### src/shared/cfbu_consts.vh
// Purpose: Constants for the conditional flag branch unit
// Assumes: 16-bit word program counter, 7-bit relative offset
// Notes: Opcode selects are a local 3-bit code from the decoder
`ifndef CFBU_CONSTS_VH
`define CFBU_CONSTS_VH
`define CFBU_PC_W 16
`define CFBU_OFS_W 7
`define CFBU_SEL_W 3
`define CFBU_SEL_NEG 3'h0
`define CFBU_SEL_POS 3'h1
`define CFBU_SEL_GE 3'h2
`define CFBU_SEL_LT 3'h3
`define CFBU_SEL_HS 3'h4
`define CFBU_SEL_HC 3'h5
`define CFBU_SEL_TS 3'h6
`define CFBU_SEL_TC 3'h7
`define CFBU_PC_RST 16'h0000
`endif

### src/logic/cfbu_cond_eval.v
// Purpose: Condition evaluation for the flag branches
// Assumes: Flags are stable while a branch is decoded
// Notes: Purely combinational; read-only on the flags
`default_nettype none
`include "cfbu_consts.vh"
module cfbu_cond_eval (
  // Selection and flags
  input wire [`CFBU_SEL_W-1:0] sel_i,
  input wire neg_i,
  input wire ovf_i,
  input wire half_i,
  input wire xfer_i,
  // Result
  output reg take_o
);
  wire sign_w;
  assign sign_w = neg_i ^ ovf_i;
  always @*
  begin
    take_o = 1'b0;
    case (sel_i)
      `CFBU_SEL_NEG: take_o = neg_i;
      `CFBU_SEL_POS: take_o = ~neg_i;
      `CFBU_SEL_GE: take_o = ~sign_w;
      `CFBU_SEL_LT: take_o = sign_w;
      `CFBU_SEL_HS: take_o = half_i;
      `CFBU_SEL_HC: take_o = ~half_i;
      `CFBU_SEL_TS: take_o = xfer_i;
      `CFBU_SEL_TC: take_o = ~xfer_i;
      default: take_o = 1'b0;
    endcase
  end
endmodule
`default_nettype wire

### src/logic/cfbu_branch_unit.v
// Purpose: Resolve conditional relative branches on N, V, H, T flags
// Assumes: branch_valid_i is a one-cycle pulse with pc_i of the branch word
// Notes: Taken branches occupy a second cycle; busy_o stalls the fetch
`default_nettype none
`include "cfbu_consts.vh"
// Function
// - Branch-on-negative jumps to PC plus offset plus one when N is 1.
// - Branch-on-positive jumps to PC plus offset plus one when N is 0.
// - Signed greater-or-equal jumps when N xor V is 0.
// - Signed less-than jumps when N xor V is 1.
// - Half-carry-set branch jumps when H is 1.
// - Half-carry-clear branch jumps when H is 0.
// - Transfer-set branch jumps when T is 1.
// - Transfer-clear branch jumps when T is 0.
// - No branch changes any status flag, taken or not.
module cfbu_branch_unit (
  // Clock and reset
  input wire ref_clk_i,
  input wire sys_rst_i,
  // Decoded branch
  input wire branch_valid_i,
  input wire [`CFBU_SEL_W-1:0] branch_sel_i,
  input wire [`CFBU_OFS_W-1:0] branch_ofs_i,
  input wire [`CFBU_PC_W-1:0] pc_i,
  // Status flags
  input wire flag_neg_i,
  input wire flag_ovf_i,
  input wire flag_half_i,
  input wire flag_xfer_i,
  // Result
  output reg pc_load_o,
  output reg [`CFBU_PC_W-1:0] pc_target_o,
  output reg busy_o,
  output reg done_o,
  output reg taken_o
);
  // ----------------------------------------
  // States
  // ----------------------------------------
  localparam ST_IDLE = 2'b01;
  localparam ST_TAKEN = 2'b10;

  reg [1:0] state_reg;
  reg [1:0] state_next;

  // ----------------------------------------
  // Internal signals
  // ----------------------------------------
  wire take_w;
  wire accept_w;
  wire [`CFBU_PC_W-1:0] fall_pc_w;
  wire [`CFBU_PC_W-1:0] jump_pc_w;
  reg pc_load_next;
  reg [`CFBU_PC_W-1:0] pc_target_next;
  reg busy_next;
  reg done_next;
  reg taken_next;

  // Port timing, in rising edges after the edge that takes a request:
  //   not taken: +1 done_o, with the next word on pc_target_o
  //   taken: +1 pc_load_o and busy_o with the target, +2 done_o and taken_o
  //   a request at +1 of a taken branch is dropped, never queued

  // ----------------------------------------
  // Address arithmetic
  // ----------------------------------------
  // Offset is two's complement: widen by copying its sign bit
  function [`CFBU_PC_W-1:0] sext_ofs;
    input [`CFBU_OFS_W-1:0] ofs;
    begin
      sext_ofs = {{(`CFBU_PC_W-`CFBU_OFS_W){ofs[`CFBU_OFS_W-1]}}, ofs};
    end
  endfunction

  // Wraps at the top of program memory, as the fetch counter does
  function [`CFBU_PC_W-1:0] next_word;
    input [`CFBU_PC_W-1:0] pc;
    begin
      next_word = pc + 16'h0001;
    end
  endfunction

  // Taken target is the fall-through word moved by the offset
  function [`CFBU_PC_W-1:0] rel_target;
    input [`CFBU_PC_W-1:0] pc;
    input [`CFBU_OFS_W-1:0] ofs;
    begin
      rel_target = next_word(pc) + sext_ofs(ofs);
    end
  endfunction

  // Flags are inputs only: nothing here can write them
  cfbu_cond_eval u_eval (
    .sel_i(branch_sel_i),
    .neg_i(flag_neg_i),
    .ovf_i(flag_ovf_i),
    .half_i(flag_half_i),
    .xfer_i(flag_xfer_i),
    .take_o(take_w)
  );

  // ----------------------------------------
  // Request acceptance
  // ----------------------------------------
  // A request in the stall cycle of a taken branch is dropped
  assign accept_w = branch_valid_i && (state_reg == ST_IDLE);
  // Selection and offset only matter on an accepted edge
  assign fall_pc_w = next_word(pc_i);
  assign jump_pc_w = rel_target(pc_i, branch_ofs_i);

  // ----------------------------------------
  // Sequencing
  // ----------------------------------------
  always @*
  begin
    state_next = state_reg;
    case (state_reg)
      ST_IDLE:
      begin
        if (accept_w && take_w)
        begin
          state_next = ST_TAKEN;
        end
        else
        begin
          state_next = ST_IDLE;
        end
      end
      ST_TAKEN:
      begin
        state_next = ST_IDLE;
      end
      default:
      begin
        // Stray codes fall back to idle
        state_next = ST_IDLE;
      end
    endcase
  end

  // ----------------------------------------
  // Target address
  // ----------------------------------------
  // Holds between branches so a late reader still sees the last target
  always @*
  begin
    pc_target_next = pc_target_o;
    if (accept_w)
    begin
      if (take_w)
      begin
        pc_target_next = jump_pc_w;
      end
      else
      begin
        // Not taken: report the next word for the fetch
        pc_target_next = fall_pc_w;
      end
    end
  end

  // ----------------------------------------
  // Pulse outputs
  // ----------------------------------------
  always @*
  begin
    pc_load_next = 1'b0;
    busy_next = 1'b0;
    done_next = 1'b0;
    taken_next = 1'b0;
    case (state_reg)
      ST_IDLE:
      begin
        if (accept_w && take_w)
        begin
          // Target is loaded one edge later, while the fetch is stalled
          pc_load_next = 1'b1;
          busy_next = 1'b1;
        end
        else if (accept_w)
        begin
          done_next = 1'b1;
        end
      end
      ST_TAKEN:
      begin
        // Second cycle: retire and report the jump
        done_next = 1'b1;
        taken_next = 1'b1;
      end
      default:
      begin
        done_next = 1'b0;
      end
    endcase
  end

  // ----------------------------------------
  // Registers
  // ----------------------------------------
  // Outputs are plain flip-flops so the fetch sees clean timing
  always @(posedge ref_clk_i or posedge sys_rst_i)
  begin
    if (sys_rst_i)
    begin
      state_reg <= ST_IDLE;
      pc_load_o <= 1'b0;
      pc_target_o <= `CFBU_PC_RST;
      busy_o <= 1'b0;
      done_o <= 1'b0;
      taken_o <= 1'b0;
    end
    else
    begin
      state_reg <= state_next;
      pc_load_o <= pc_load_next;
      pc_target_o <= pc_target_next;
      busy_o <= busy_next;
      done_o <= done_next;
      taken_o <= taken_next;
    end
  end
endmodule
`default_nettype wire

### config.mk
export PLATFORM = sky130hd
export DESIGN_NAME = cfbu_branch_unit
export DESIGN_NICKNAME = d
export VERILOG_FILES = /design/src/logic/cfbu_cond_eval.v /design/src/logic/cfbu_branch_unit.v
export VERILOG_INCLUDE_DIRS = /design/src /design/src/shared
export SDC_FILE = /design/constraint.sdc
export NUM_CORES = 1
export LEC_CHECK = 0
export BUFFER_PORTS_ARGS = -buffer_cell sky130_fd_sc_hd__buf_4
export CELL_PAD_IN_SITES_DETAIL_PLACEMENT = 1
export CELL_PAD_IN_SITES_GLOBAL_PLACEMENT = 1
export CORE_UTILIZATION = 39
export DETAILED_ROUTE_END_ITERATION = 10
export GPL_ROUTABILITY_DRIVEN = 1
export HOLD_SLACK_MARGIN = 0.1
export PLACE_DENSITY_LB_ADDON = 0.1
export SLEW_MARGIN = 40
export SYNTH_ARGS = -nofsm -noshare
export SYNTH_HDL_FRONTEND = slang
export SYNTH_SLANG_ARGS = --single-unit
### constraint.sdc
create_clock -name ref_clk_i -period 1.8 [get_ports ref_clk_i]
set_input_delay 0.27 -clock ref_clk_i [delete_from_list [all_inputs] [get_ports ref_clk_i]]
set_output_delay 0.27 -clock ref_clk_i [all_outputs]
set_load 0.1 [all_outputs]
==> results of run 1 <==
-- logic make-up after synthesis --
group	after synthesis	synth area share [%]
AOI/OAI and AO/OA	62	20.47
and+or+nand+nor	86	20.35
muxes	11	5.556
DFF	20	25.03
buffers and inverters	13	2.871
xor gates and xnor gates	23	10.99
adders and majority gates	23	14.73
-- metrics by stage --
stage | utilization [%] | setup slack, ns | hold slack, ns | TNS [ns]
floorplan | - | -0.6041 | 0.2330 | -3.133
detailed placement | 62.40 | -1.058 | 0.3169 | -8.741
global placement | 62.40 | -0.8883 | 0.3123 | -7.699
==> metrics.cfg, run 1 <==
[clock_tree]
cts.htree.levels=1
clockBufferDepth=2
clock-sinks=20
root_buffer=clkbuf_8
numCtsBuffers=3
post_cts_resized=63
cts_setup_buffers=16
hold_buffers=1

[floorplanning]
die_y_um=73.69
num_rows=25
initial_core_util_pct=41.34
pin_count=53
die_w_um=73.69

[logic_synthesis]
synth_edf_count=0
synth_cell_types=45
yosysTopAreaCell=dfrtp_1
yosysMostFrequentCell=nand2_1
synthesis.area_mm2=0.002004
yosysSeqAreaShare_pct=25.03
synthTopCellsByCount=nand2_1 (33), ha_1 (22), dfrtp_1 (19), o21ai_1 (18), nor2_1 (15)
ys_ff_latch=20
synthCells=238
synthArstFlopShare_pct=100.0
syn_nets=294
yosysTopAreaCellShare_pct=23.72
syn_avg_cell_area_um2=8.422
synthTopCellsByArea=dfrtp_1 (24%), ha_1 (14%), nand2_1 (6.2%), mux2i_1 (5.0%), xnor2_1 (4.8%)
ys.flop_type=dfrtp_1
yosys_warnings=0

[placement]
place_congestion=0.8476
place_area_mm2=0.003025
hpwl_um=5835
io_buffers=52
dp.cells=415

[outcome]
stop_stage=clock tree synthesis
first-error=[ERROR DPL-0033] detailed placement checks failed during check placement.
status=aborted with a tool error

==> run 2, diff against run 1 <==
--- a/config.mk
+++ b/config.mk
@@ -7,13 +7,10 @@
 export NUM_CORES = 1
 export LEC_CHECK = 0
 export BUFFER_PORTS_ARGS = -buffer_cell sky130_fd_sc_hd__buf_4
-export CELL_PAD_IN_SITES_DETAIL_PLACEMENT = 1
-export CELL_PAD_IN_SITES_GLOBAL_PLACEMENT = 1
-export CORE_UTILIZATION = 39
+export CORE_UTILIZATION = 25
 export DETAILED_ROUTE_END_ITERATION = 10
 export GPL_ROUTABILITY_DRIVEN = 1
-export HOLD_SLACK_MARGIN = 0.1
-export PLACE_DENSITY_LB_ADDON = 0.1
+export PLACE_DENSITY_LB_ADDON = 0.15
 export SLEW_MARGIN = 40
 export SYNTH_ARGS = -nofsm -noshare
 export SYNTH_HDL_FRONTEND = slang
==> run 2 against run 1 <==
- the flow now finishes, with violations (negative setup slack)
- area after synthesis unchanged
- synthesized cell count is the same
==> metrics.cfg, run 2 <==
[logic_synthesis]
yosys_warnings=0  ; unchanged
syn_nets=294  ; unchanged
synthTopCellsByCount=nand2_1 (33), ha_1 (22), dfrtp_1 (19), o21ai_1 (18), nor2_1 (15)
synth_cell_types=45  ; unchanged
synthesis.area_mm2=0.002004  ; unchanged
ys.flop_type=dfrtp_1
synthCells=238  ; unchanged
ys_ff_latch=20  ; unchanged
yosysTopAreaCellShare_pct=23.72  ; unchanged
yosysSeqAreaShare_pct=25.03  ; unchanged
syn_avg_cell_area_um2=8.422  ; unchanged
yosysTopAreaCell=dfrtp_1
synthArstFlopShare_pct=100.0  ; unchanged
synthTopCellsByArea=dfrtp_1 (24%), ha_1 (14%), nand2_1 (6.2%), mux2i_1 (5.0%), xnor2_1 (4.8%)
synth_edf_count=0  ; unchanged
yosysMostFrequentCell=nand2_1

[global_routing]
gr-total-overflow=0
grt_pass1_wl_um=9867
grt_max_degree=29
grt_usage_pct=14.42
grt_pass1_vias=2104
antenna_found_initial=0

[power_and_ir_drop]
p_leak_uw=0.001760
powerDensity_mw_per_mm2=880.9
peakVddDrop_uv=343.8

[critical_path]
r2r_setup_slack_ns=0.26
cp_num_buf_inv=3
crit_path_end_kind=flip-flop
critical_path.most_common_cell=buf_4
rr_startpoint=state_reg[0]
crit_arrival_ns=2.52
start_kind=input pin
cp_slowest_cell=mux2_4
max_stage_delay_ns=0.32
ff2ff_path_depth=6
critPathTopFamily=simple AND/OR/NAND/NOR gates
crit_chain=buf_6 > and3_4 > and2_4 > nand2_2 > nor2_2 > xor2_1 > buf_4 > buf_4 > ha_2 > nor2_1 > o21ai_1 > a21oi_2 > o31ai_4 > o22ai_2 > mux2_4 > nand3_2
criticalPathCategory=in -> reg
required_ns=1.99
reg2reg_to=pc_target_o[15]
cp_max_fo=4

[final_layout]
fill_cells=736
fin_util_pct=47.91
n_antenna_cell=0
final_common_cell=buf_4
drive_above_1_share_pct=55.65
finalInstanceArea_mm2=0.003702
final_cell_mix=buf_4 (119), nand2_1 (29), o21ai_1 (19)
largest_register=pc_target_o
largest_reg_flops=16
final_net_count=429
areaGrowthSynthToFinish_pct=84.71
stdcell_count=474

[detailed_routing]
wirelength_um=5983
firstDrtPassIters=5
detail_route.wl_per_cell_um=12.62
drc=0
antenna_left=0
via_per_inst=4.500
num_vias=2133
drtIter0Drc=87

[floorplanning]
pin_count=53  ; unchanged
fp.coreArea_mm2=0.007727
die_y_um=91.54  ; +24%
die_w_um=91.54  ; +24%
die-area_mm2=0.008380
initial_core_util_pct=25.94  ; -15 points
num_rows=32  ; +28%

[outcome]
status=finished with violations
violations=negative setup slack

[sta]
finalCritPeriodShare_pct=129.1
rsz0062_at_grt=yes
slew_violations=0
hold_viol=0
slew_headroom_pct=77.13
fin_skew_ns=0.003511
finalSetupViolCount=10
finalWorstSetupSlack_ns=-0.5237
worstMarginPinSlew_ns=0.3422
max_clock_freq_mhz=430.3
period_needed_ns=2.324

[clock_tree]
numCtsBuffers=3  ; unchanged
root_buffer=clkbuf_8
clock-sinks=20  ; unchanged
clk_latency_ns=0.25
cts.htree.levels=1  ; unchanged
hold_buffers=0  ; -1
tritoncts=done
clk_pin_slew_ns=0.07
clockBufferDepth=2  ; unchanged

[placement]
pre_cts_slack_ns=-0.9517  ; +0.1059 ns
place_area_mm2=0.003142  ; +3.8%
io_buffers=52  ; unchanged
dp.cells=458  ; +10%
place_congestion=0.7660  ; -9.6%
hpwl_um=4698  ; -19%

[hold_path]
hp-class=in -> async

[flow_run]
drv_cap=0

==> run 2: cell counts after synthesis <==
Identical to the previous run, type by type.
==> run 2: cells by family after synthesis <==
| group | count (synthesis) | synth area share, % |
|---|---|---|
| xor gates and xnor gates | 23 | 10.99 |
| muxes | 11 | 5.556 |
| AOI/OAI and AO/OA | 62 | 20.47 |
| DFF | 20 | 25.03 |
| buffers and inverters | 13 | 2.871 |
| and+or+nand+nor | 86 | 20.35 |
| adders and majority gates | 23 | 14.73 |
==> run 2: timing repair <==
action	CTS	global route
pin swaps	35	21
endpoints found under the setup margin	11	12
setup buffers	14	1
gates resized for setup	44	27
==> run 2: area by class of cell <==
| class | count | area [µm²] | share of cell area (%) |
|---|---|---|---|
| Timing Repair Buffer | 136 | 1106 | 29.87 |
| Inverter | 7 | 26.28 | 0.7097 |
| Tap cell | 102 | 127.6 | 3.447 |
| Clock buffer | 4 | 45.04 | 1.217 |
| Multi-Input combinational cell | 205 | 1894 | 51.17 |
| Sequential cell | 20 | 503.0 | 13.59 |
==> run 2: stage by stage <==
stage          power [µW]  setup TNS (ns)  hold WS [ns]
2_1_floorplan        2163          -3.133        0.2330
3_3_place_gp         2775          -7.866        0.3254
3_5_place_dp         2780          -7.924        0.3239
4_1_cts              3210          -3.440       0.04762
5_1_grt              3436          -4.734       0.05609
6_report             3262          -3.478       0.04542
==> run 2: worst max-delay path by stage <==
| stage | endpoint | startpoint | cells after the start | slack (ns) |
|---|---|---|---|---|
| floorplan | pc_target_o[15] | pc_i[3] | 13 | -0.60 |
| finish | pc_target_o[15] | pc_i[4] | 16 | -0.52 |
| detailed placement | pc_target_o[15] | pc_i[3] | 14 | -0.95 |
| CTS | pc_target_o[15] | pc_i[4] | 13 | -0.54 |
| global placement | pc_target_o[15] | pc_i[3] | 14 | -0.93 |
| global route | pc_target_o[15] | pc_i[4] | 13 | -0.65 |
==> run 2: routing by layer <==
| layer | vias to the layer above | routed length (µm) | global-route usage [%] |
|---|---|---|---|
| li1 | 1133 | - | - |
| met2 | 34 | 2747 | 23.18 |
| met5 | - | 0 | 0 |
| met4 | 0 | 46 | 3.439 |
| met3 | 4 | 159 | 1.089 |
| met1 | 962 | 3028 | 20.79 |
==> run 2: worst register-to-register path: cells and delay by family (launching register included) <==
kind | cells | cell delay [ns]
adders and majority gates | 1 | 0.15
muxes | 1 | 0.27
DFF | 1 | 0.53
and+or+nand+nor | 4 | 0.54
==> run 2: where the power goes <==
part | switching [µW] | total, µW | internal (µW)
Clock | 138 | 295 | 157
Combinational | 1550 | 2320 | 764
Sequential | 69.9 | 650 | 580
Total | 1760 | 3260 | 1500
Note: power is estimated with default switching activity, not from simulation.
==> run 3, diff against run 2 <==
--- a/config.mk
+++ b/config.mk
@@ -11,6 +11,7 @@
 export DETAILED_ROUTE_END_ITERATION = 10
 export GPL_ROUTABILITY_DRIVEN = 1
 export PLACE_DENSITY_LB_ADDON = 0.15
+export REMOVE_ABC_BUFFERS = 1
 export SLEW_MARGIN = 40
 export SYNTH_ARGS = -nofsm -noshare
 export SYNTH_HDL_FRONTEND = slang
==> run 3 against run 2 <==
- the flow still finishes with violations (negative setup slack)
- clock-buffer cell count is the same
- clock skew grew 0.0025 ns
- routed wire length grew 3.4%
- utilization shrank 1.1 points
- power grew 0.42%
- die area is the same
- via count shrank 1.9%
- design area shrank 2.3%
- non-clock buffer count shrank 11
- final cell count shrank 2.3%
- worst hold slack lost 0.0063 ns
- clock power grew 5%
- critical path type unchanged
- critical endpoint unchanged
- largest power group unchanged
==> metrics.cfg, run 3 (synthesis results as in run 2) <==
[power_and_ir_drop]
powerDensity_mw_per_mm2=905.1  ; +2.7%
peakVddDrop_uv=355.2  ; +3.3%
p_total_uw=3275  ; +0.42%
p_leak_uw=0.001700  ; -3.4%

[placement]
place_congestion=0.7830  ; +2.2%
place_area_mm2=0.003002  ; -4.5%
hpwl_um=4758  ; +1.3%
dp.cells=449  ; -2.0%
io_buffers=52  ; unchanged

[detailed_routing]
num_vias=2092  ; -1.9%
wirelength_um=6187  ; +3.4%
drc=0  ; unchanged
drtIter0Drc=49  ; -44%
antenna_left=0  ; unchanged
detail_route.wl_per_cell_um=13.36  ; +5.9%
firstDrtPassIters=4  ; -1
via_per_inst=4.518  ; +0.41%

[floorplanning]
fp.coreArea_mm2=0.007727  ; unchanged
pin_count=53  ; unchanged
num_rows=32  ; unchanged
die_w_um=91.54  ; unchanged
die-area_mm2=0.008380  ; unchanged
die_y_um=91.54  ; unchanged
initial_core_util_pct=25.94  ; unchanged

[critical_path]
required_ns=2.01  ; +0.02 ns
cp_max_fo=4  ; unchanged
start_kind=input pin
ff2ff_path_depth=6  ; unchanged
criticalPathCategory=in -> reg
crit_path_end_kind=flip-flop
reg2reg_to=pc_target_o[15]
r2r_setup_slack_ns=0.20  ; -0.06 ns
crit_arrival_ns=2.56  ; +0.04 ns
rr_startpoint=state_reg[0]

[final_layout]
largest_reg_flops=16  ; unchanged
drive_above_1_share_pct=54.02  ; -1.6 points
final_net_count=418  ; -2.6%
n_antenna_cell=0  ; unchanged
fin_util_pct=46.83  ; -1.1 points
stdcell_count=463  ; -2.3%
finalInstanceArea_mm2=0.003618  ; -2.3%
final_common_cell=buf_4
final_cell_mix=buf_4 (111), nand2_1 (29), dfrtp_1 (19)
largest_register=pc_target_o
fill_cells=750  ; +1.9%
areaGrowthSynthToFinish_pct=80.52

[sta]
slew_violations=0  ; unchanged
worstMarginPinSlew_ns=0.4021  ; +0.05992 ns
max_clock_freq_mhz=424.6  ; -1.3%
period_needed_ns=2.355  ; +0.03154 ns
slew_headroom_pct=73.13  ; -4.0 points
finalCritPeriodShare_pct=130.8  ; +1.8 points
rsz0062_at_grt=yes
finalWorstSetupSlack_ns=-0.5552  ; -0.03154 ns
hold_viol=0  ; unchanged
finalSetupViolCount=11  ; +1
timing.hold.ws_ns=0.03915  ; -0.006274 ns
fin_skew_ns=0.006048  ; +0.002537 ns

[global_routing]
antenna_found_initial=0  ; unchanged
grt_usage_pct=14.99  ; +0.58 points
gr-total-overflow=0  ; unchanged
use_met1_pct=21.52  ; +0.73 points
grt_use_met2_pct=24.00  ; +0.81 points
grt_use_met3_pct=0.9213  ; -0.17 points
busiest_layer=met2
grt_max_degree=28  ; -3.4%
grt_pass1_wl_um=9991  ; +1.3%
grt_pass1_vias=2056  ; -2.3%

[flow_run]
drv_cap=0  ; unchanged

[hold_path]
hp-class=in -> async

[clock_tree]
clock-sinks=20  ; unchanged
clk_latency_ns=0.26  ; about the same
numCtsBuffers=3  ; unchanged
clockBufferDepth=2  ; unchanged
root_buffer=clkbuf_8
cts.htree.levels=1  ; unchanged
tritoncts=done
hold_buffers=0  ; unchanged
clk_pin_slew_ns=0.08  ; about the same

[outcome]
status=finished with violations
violations=negative setup slack

==> run 3: cell count changes in the layout (fill, tap and decap cells not counted), sizes merged <==
cell  change
buf      -11
==> run 3: layout make-up <==
| cell class | count | area, µm² | share of cell area (%) |
|---|---|---|---|
| sequential | 20 | 501.7 | 13.87 |
| clock buffer | 4 | 45.04 | 1.245 |
| inverter | 7 | 28.78 | 0.7953 |
| tap | 102 | 127.6 | 3.527 |
| timing repair buffer | 125 | 1025 | 28.32 |
| multi-input combinational | 205 | 1891 | 52.25 |
==> run 3: timing repair <==
action | in CTS | in global routing
buffers inserted | 7 | 3
setup endpoints to repair | 13 | 12
cloned | 0 | 0
pin swaps | 39 | 33
gates resized for setup | 62 | 28
==> run 3: stage by stage <==
stage	setup TNS, ns	setup slack, ns
floorplan	-18.26	-1.265
global placement	-8.823	-0.9279
detailed placement	-9.103	-0.9857
CTS	-3.824	-0.5312
global route	-4.785	-0.6429
finish	-3.652	-0.5552
==> run 3: worst max-delay path by stage <==
stage / start / endpoint / slack, ns / cells after the start
2_1_floorplan: busy_o / pc_target_o[12] / -1.26 / 7
3_3_place_gp: pc_i[3] / pc_target_o[15] / -0.93 / 14
3_5_place_dp: pc_i[3] / pc_target_o[15] / -0.99 / 14
4_1_cts: pc_i[4] / pc_target_o[12] / -0.53 / 14
5_1_grt: pc_i[4] / pc_target_o[15] / -0.64 / 13
6_report: pc_i[4] / pc_target_o[15] / -0.56 / 13
==> run 3: worst max-delay path, cell delays in order <==
cell and delay (ns):
buf_6 0.08, and3_4 0.18, and2_4 0.16, and3_4 0.23
nand4_1 0.13, xnor2_2 0.17, ha_1 0.32, o21a_1 0.14
a21oi_2 0.18, o31ai_4 0.11, o22ai_2 0.20, mux2_4 0.33
nand3_2 0.06
==> run 3: power by group <==
part | internal (µW) | switching [µW] | total, µW
sequential | 580 | 73.4 | 653
clock | 158 | 153 | 311
combinational | 753 | 1560 | 2310
==> run 3: per-layer routing <==
metal	up-vias	share of wire [%]
met4	0	1.2
met3	6	1.7
li1	1093	-
met2	30	46
met1	963	51
met5	-	0
==> run 4, diff against run 3 <==
--- a/config.mk
+++ b/config.mk
@@ -11,6 +11,7 @@
 export DETAILED_ROUTE_END_ITERATION = 10
 export GPL_ROUTABILITY_DRIVEN = 1
 export PLACE_DENSITY_LB_ADDON = 0.15
+export RECOVER_POWER = 100
 export REMOVE_ABC_BUFFERS = 1
 export SLEW_MARGIN = 40
 export SYNTH_ARGS = -nofsm -noshare
==> run 4 against run 3 <==
- the flow still finishes with violations (negative setup slack)
- combinational power down 4%
- sequential power barely moved
- largest power group unchanged
- register-to-register slack worse by 0.13 ns
- maximum frequency shrank 0.12%
- critical path depth unchanged
==> metrics.cfg, run 4 (synthesis results as in run 2) <==
[clock_tree]
cts.htree.levels=1  ; unchanged
tritoncts=done
hold_buffers=0  ; unchanged
numCtsBuffers=3  ; unchanged
clk_latency_ns=0.26  ; about the same
clk_pin_slew_ns=0.08  ; about the same
clock-sinks=20  ; unchanged
clockBufferDepth=2  ; unchanged
root_buffer=clkbuf_8

[floorplanning]
fp.coreArea_mm2=0.007727  ; unchanged
num_rows=32  ; unchanged
pin_count=53  ; unchanged
die_y_um=91.54  ; unchanged
initial_core_util_pct=25.94  ; unchanged
die-area_mm2=0.008380  ; unchanged
die_w_um=91.54  ; unchanged

[final_layout]
drive_above_1_share_pct=53.19  ; -0.83 points
finalInstanceArea_mm2=0.003537  ; -2.2%
final_cell_mix=buf_4 (89), nand2_1 (29), clkbuf_2 (20)
largest_register=pc_target_o
final_common_cell=buf_4
final_net_count=418  ; unchanged
areaGrowthSynthToFinish_pct=76.47
n_antenna_cell=0  ; unchanged
stdcell_count=463  ; unchanged
largest_reg_flops=16  ; unchanged

[critical_path]
rr_startpoint=busy_o
ff2ff_path_depth=7  ; +1
crit_path_end_kind=flip-flop
reg2reg_to=pc_target_o[15]
r2r_setup_slack_ns=0.07  ; -0.13 ns
crit_arrival_ns=2.56  ; about the same
required_ns=2.00  ; about the same
cp_max_fo=4  ; unchanged
start_kind=input pin
criticalPathCategory=in -> reg

[detailed_routing]
wirelength_um=6173  ; -0.23%
antenna_left=0  ; unchanged
via_per_inst=4.514  ; about the same
num_vias=2090  ; -0.096%
drtIter0Drc=41  ; -16%
firstDrtPassIters=4  ; unchanged
detail_route.wl_per_cell_um=13.33  ; -0.23%
drc=0  ; unchanged

[sta]
max_clock_freq_mhz=424.1  ; -0.12%
slew_headroom_pct=23.24  ; -50 points
finalWorstSetupSlack_ns=-0.5580  ; -0.002779 ns
finalCritPeriodShare_pct=131.0  ; +0.15 points
fin_skew_ns=0.005394  ; -0.0006543 ns
slew_violations=0  ; unchanged
period_needed_ns=2.358  ; +0.002779 ns
worstMarginPinSlew_ns=1.151  ; +0.7492 ns
final.setup.tns_ns=-3.812  ; -0.1594 ns
hold_viol=0  ; unchanged
rsz0062_at_grt=yes
finalSetupViolCount=12  ; +1

[placement]
place_area_mm2=0.003002  ; unchanged
io_buffers=52  ; unchanged
place_congestion=0.7830  ; unchanged
hpwl_um=4758  ; unchanged
dp.cells=449  ; unchanged

[global_routing]
gr-total-overflow=0  ; unchanged
grt_pass1_vias=2056  ; unchanged
grt_max_degree=28  ; unchanged
antenna_found_initial=0  ; unchanged
grt_pass1_wl_um=9991  ; unchanged
grt_usage_pct=14.99  ; unchanged

[power_and_ir_drop]
p_int_uw=1391  ; -6.6%
clkPwrFrac_pct=9.8  ; +0.3 points
p_leak_uw=0.001676  ; -1.4%
netSwitchingPower_uw=1777  ; -0.46%
sw_frac_of_total_pct=56.08  ; +1.6 points
peakVddDrop_uv=336.3  ; -5.3%
combPwrFrac_pct=69.6  ; -1.0 points
power_frac_seq_pct=20.5  ; +0.6 points
powerDensity_mw_per_mm2=895.7  ; -1.0%

[hold_path]
hp-class=in -> async

[flow_run]
drv_cap=0  ; unchanged

[outcome]
violations=negative setup slack
status=finished with violations

[run 4: cell types whose count changed in the layout (fill, tap and decap cells not counted), sizes merged]
cell / change
buf: -23
clkbuf: +23
[run 4: final cells by class]
type | instances | area, µm²
fillers | 767 | 4190
clock buffers | 4 | 45.04
repair buffers | 125 | 958.4
flip-flops and latches | 20 | 501.7
multi-input cells | 205 | 1876
inverters | 7 | 28.78
well taps | 102 | 127.6
[run 4: layer usage]
metal	part of all wire, %	up-vias	GRT usage, %
met5	0	-	0
met4	1.2	0	4.365
met3	1.7	6	0.9213
met2	46	32	24.00
met1	51	956	21.52
li1	-	1096	-
[run 4: worst max path at each step]
stage | to | from
after floorplan | pc_target_o[12] | busy_o
after global placement | pc_target_o[15] | pc_i[3]
after detailed placement | pc_target_o[15] | pc_i[3]
after CTS | pc_target_o[12] | pc_i[4]
after global routing | pc_target_o[15] | pc_i[4]
final | pc_target_o[15] | pc_i[4]
[run 4: timing repair]
action	CTS	global route
gates resized for setup	62	28
pin swaps	39	33
cloned	0	0
hold endpoints to repair	0	0
setup endpoints to repair	13	12
setup buffers	7	3
[run 4: critical path: stages]
cell     delay [ns]
buf_6          0.08
and3_4         0.18
and2_4         0.17
and3_4         0.23
nand4_1        0.13
xnor2_2        0.17
ha_1           0.32
o21a_1         0.14
a21oi_2        0.18
o31ai_4        0.11
o22ai_2        0.20
mux2_4         0.33
nand3_2        0.06
[run 4: power by group through the flow]
stage | combinational (µW) | sequential (µW) | clock, µW
after floorplan | 512 | 1600 | 0
after global placement | 2080 | 660 | 0
after detailed placement | 2090 | 665 | 0
after CTS | 2230 | 657 | 322
after global routing | 2330 | 668 | 335
final | 2210 | 651 | 311
[run 4: stage by stage]
stage / hold slack [ns] / total power (µW) / utilization [%] / setup WS, ns
after floorplan: 0.2331 / 2116 / - / -1.265
after global placement: 0.3286 / 2742 / 38.84 / -0.9279
after detailed placement: 0.3350 / 2751 / 38.84 / -0.9857
after CTS: 0.04813 / 3205 / 44.11 / -0.5312
after global routing: 0.4753 / 3332 / 45.77 / -0.6429
final: 0.3724 / 3168 / 45.77 / -0.5580
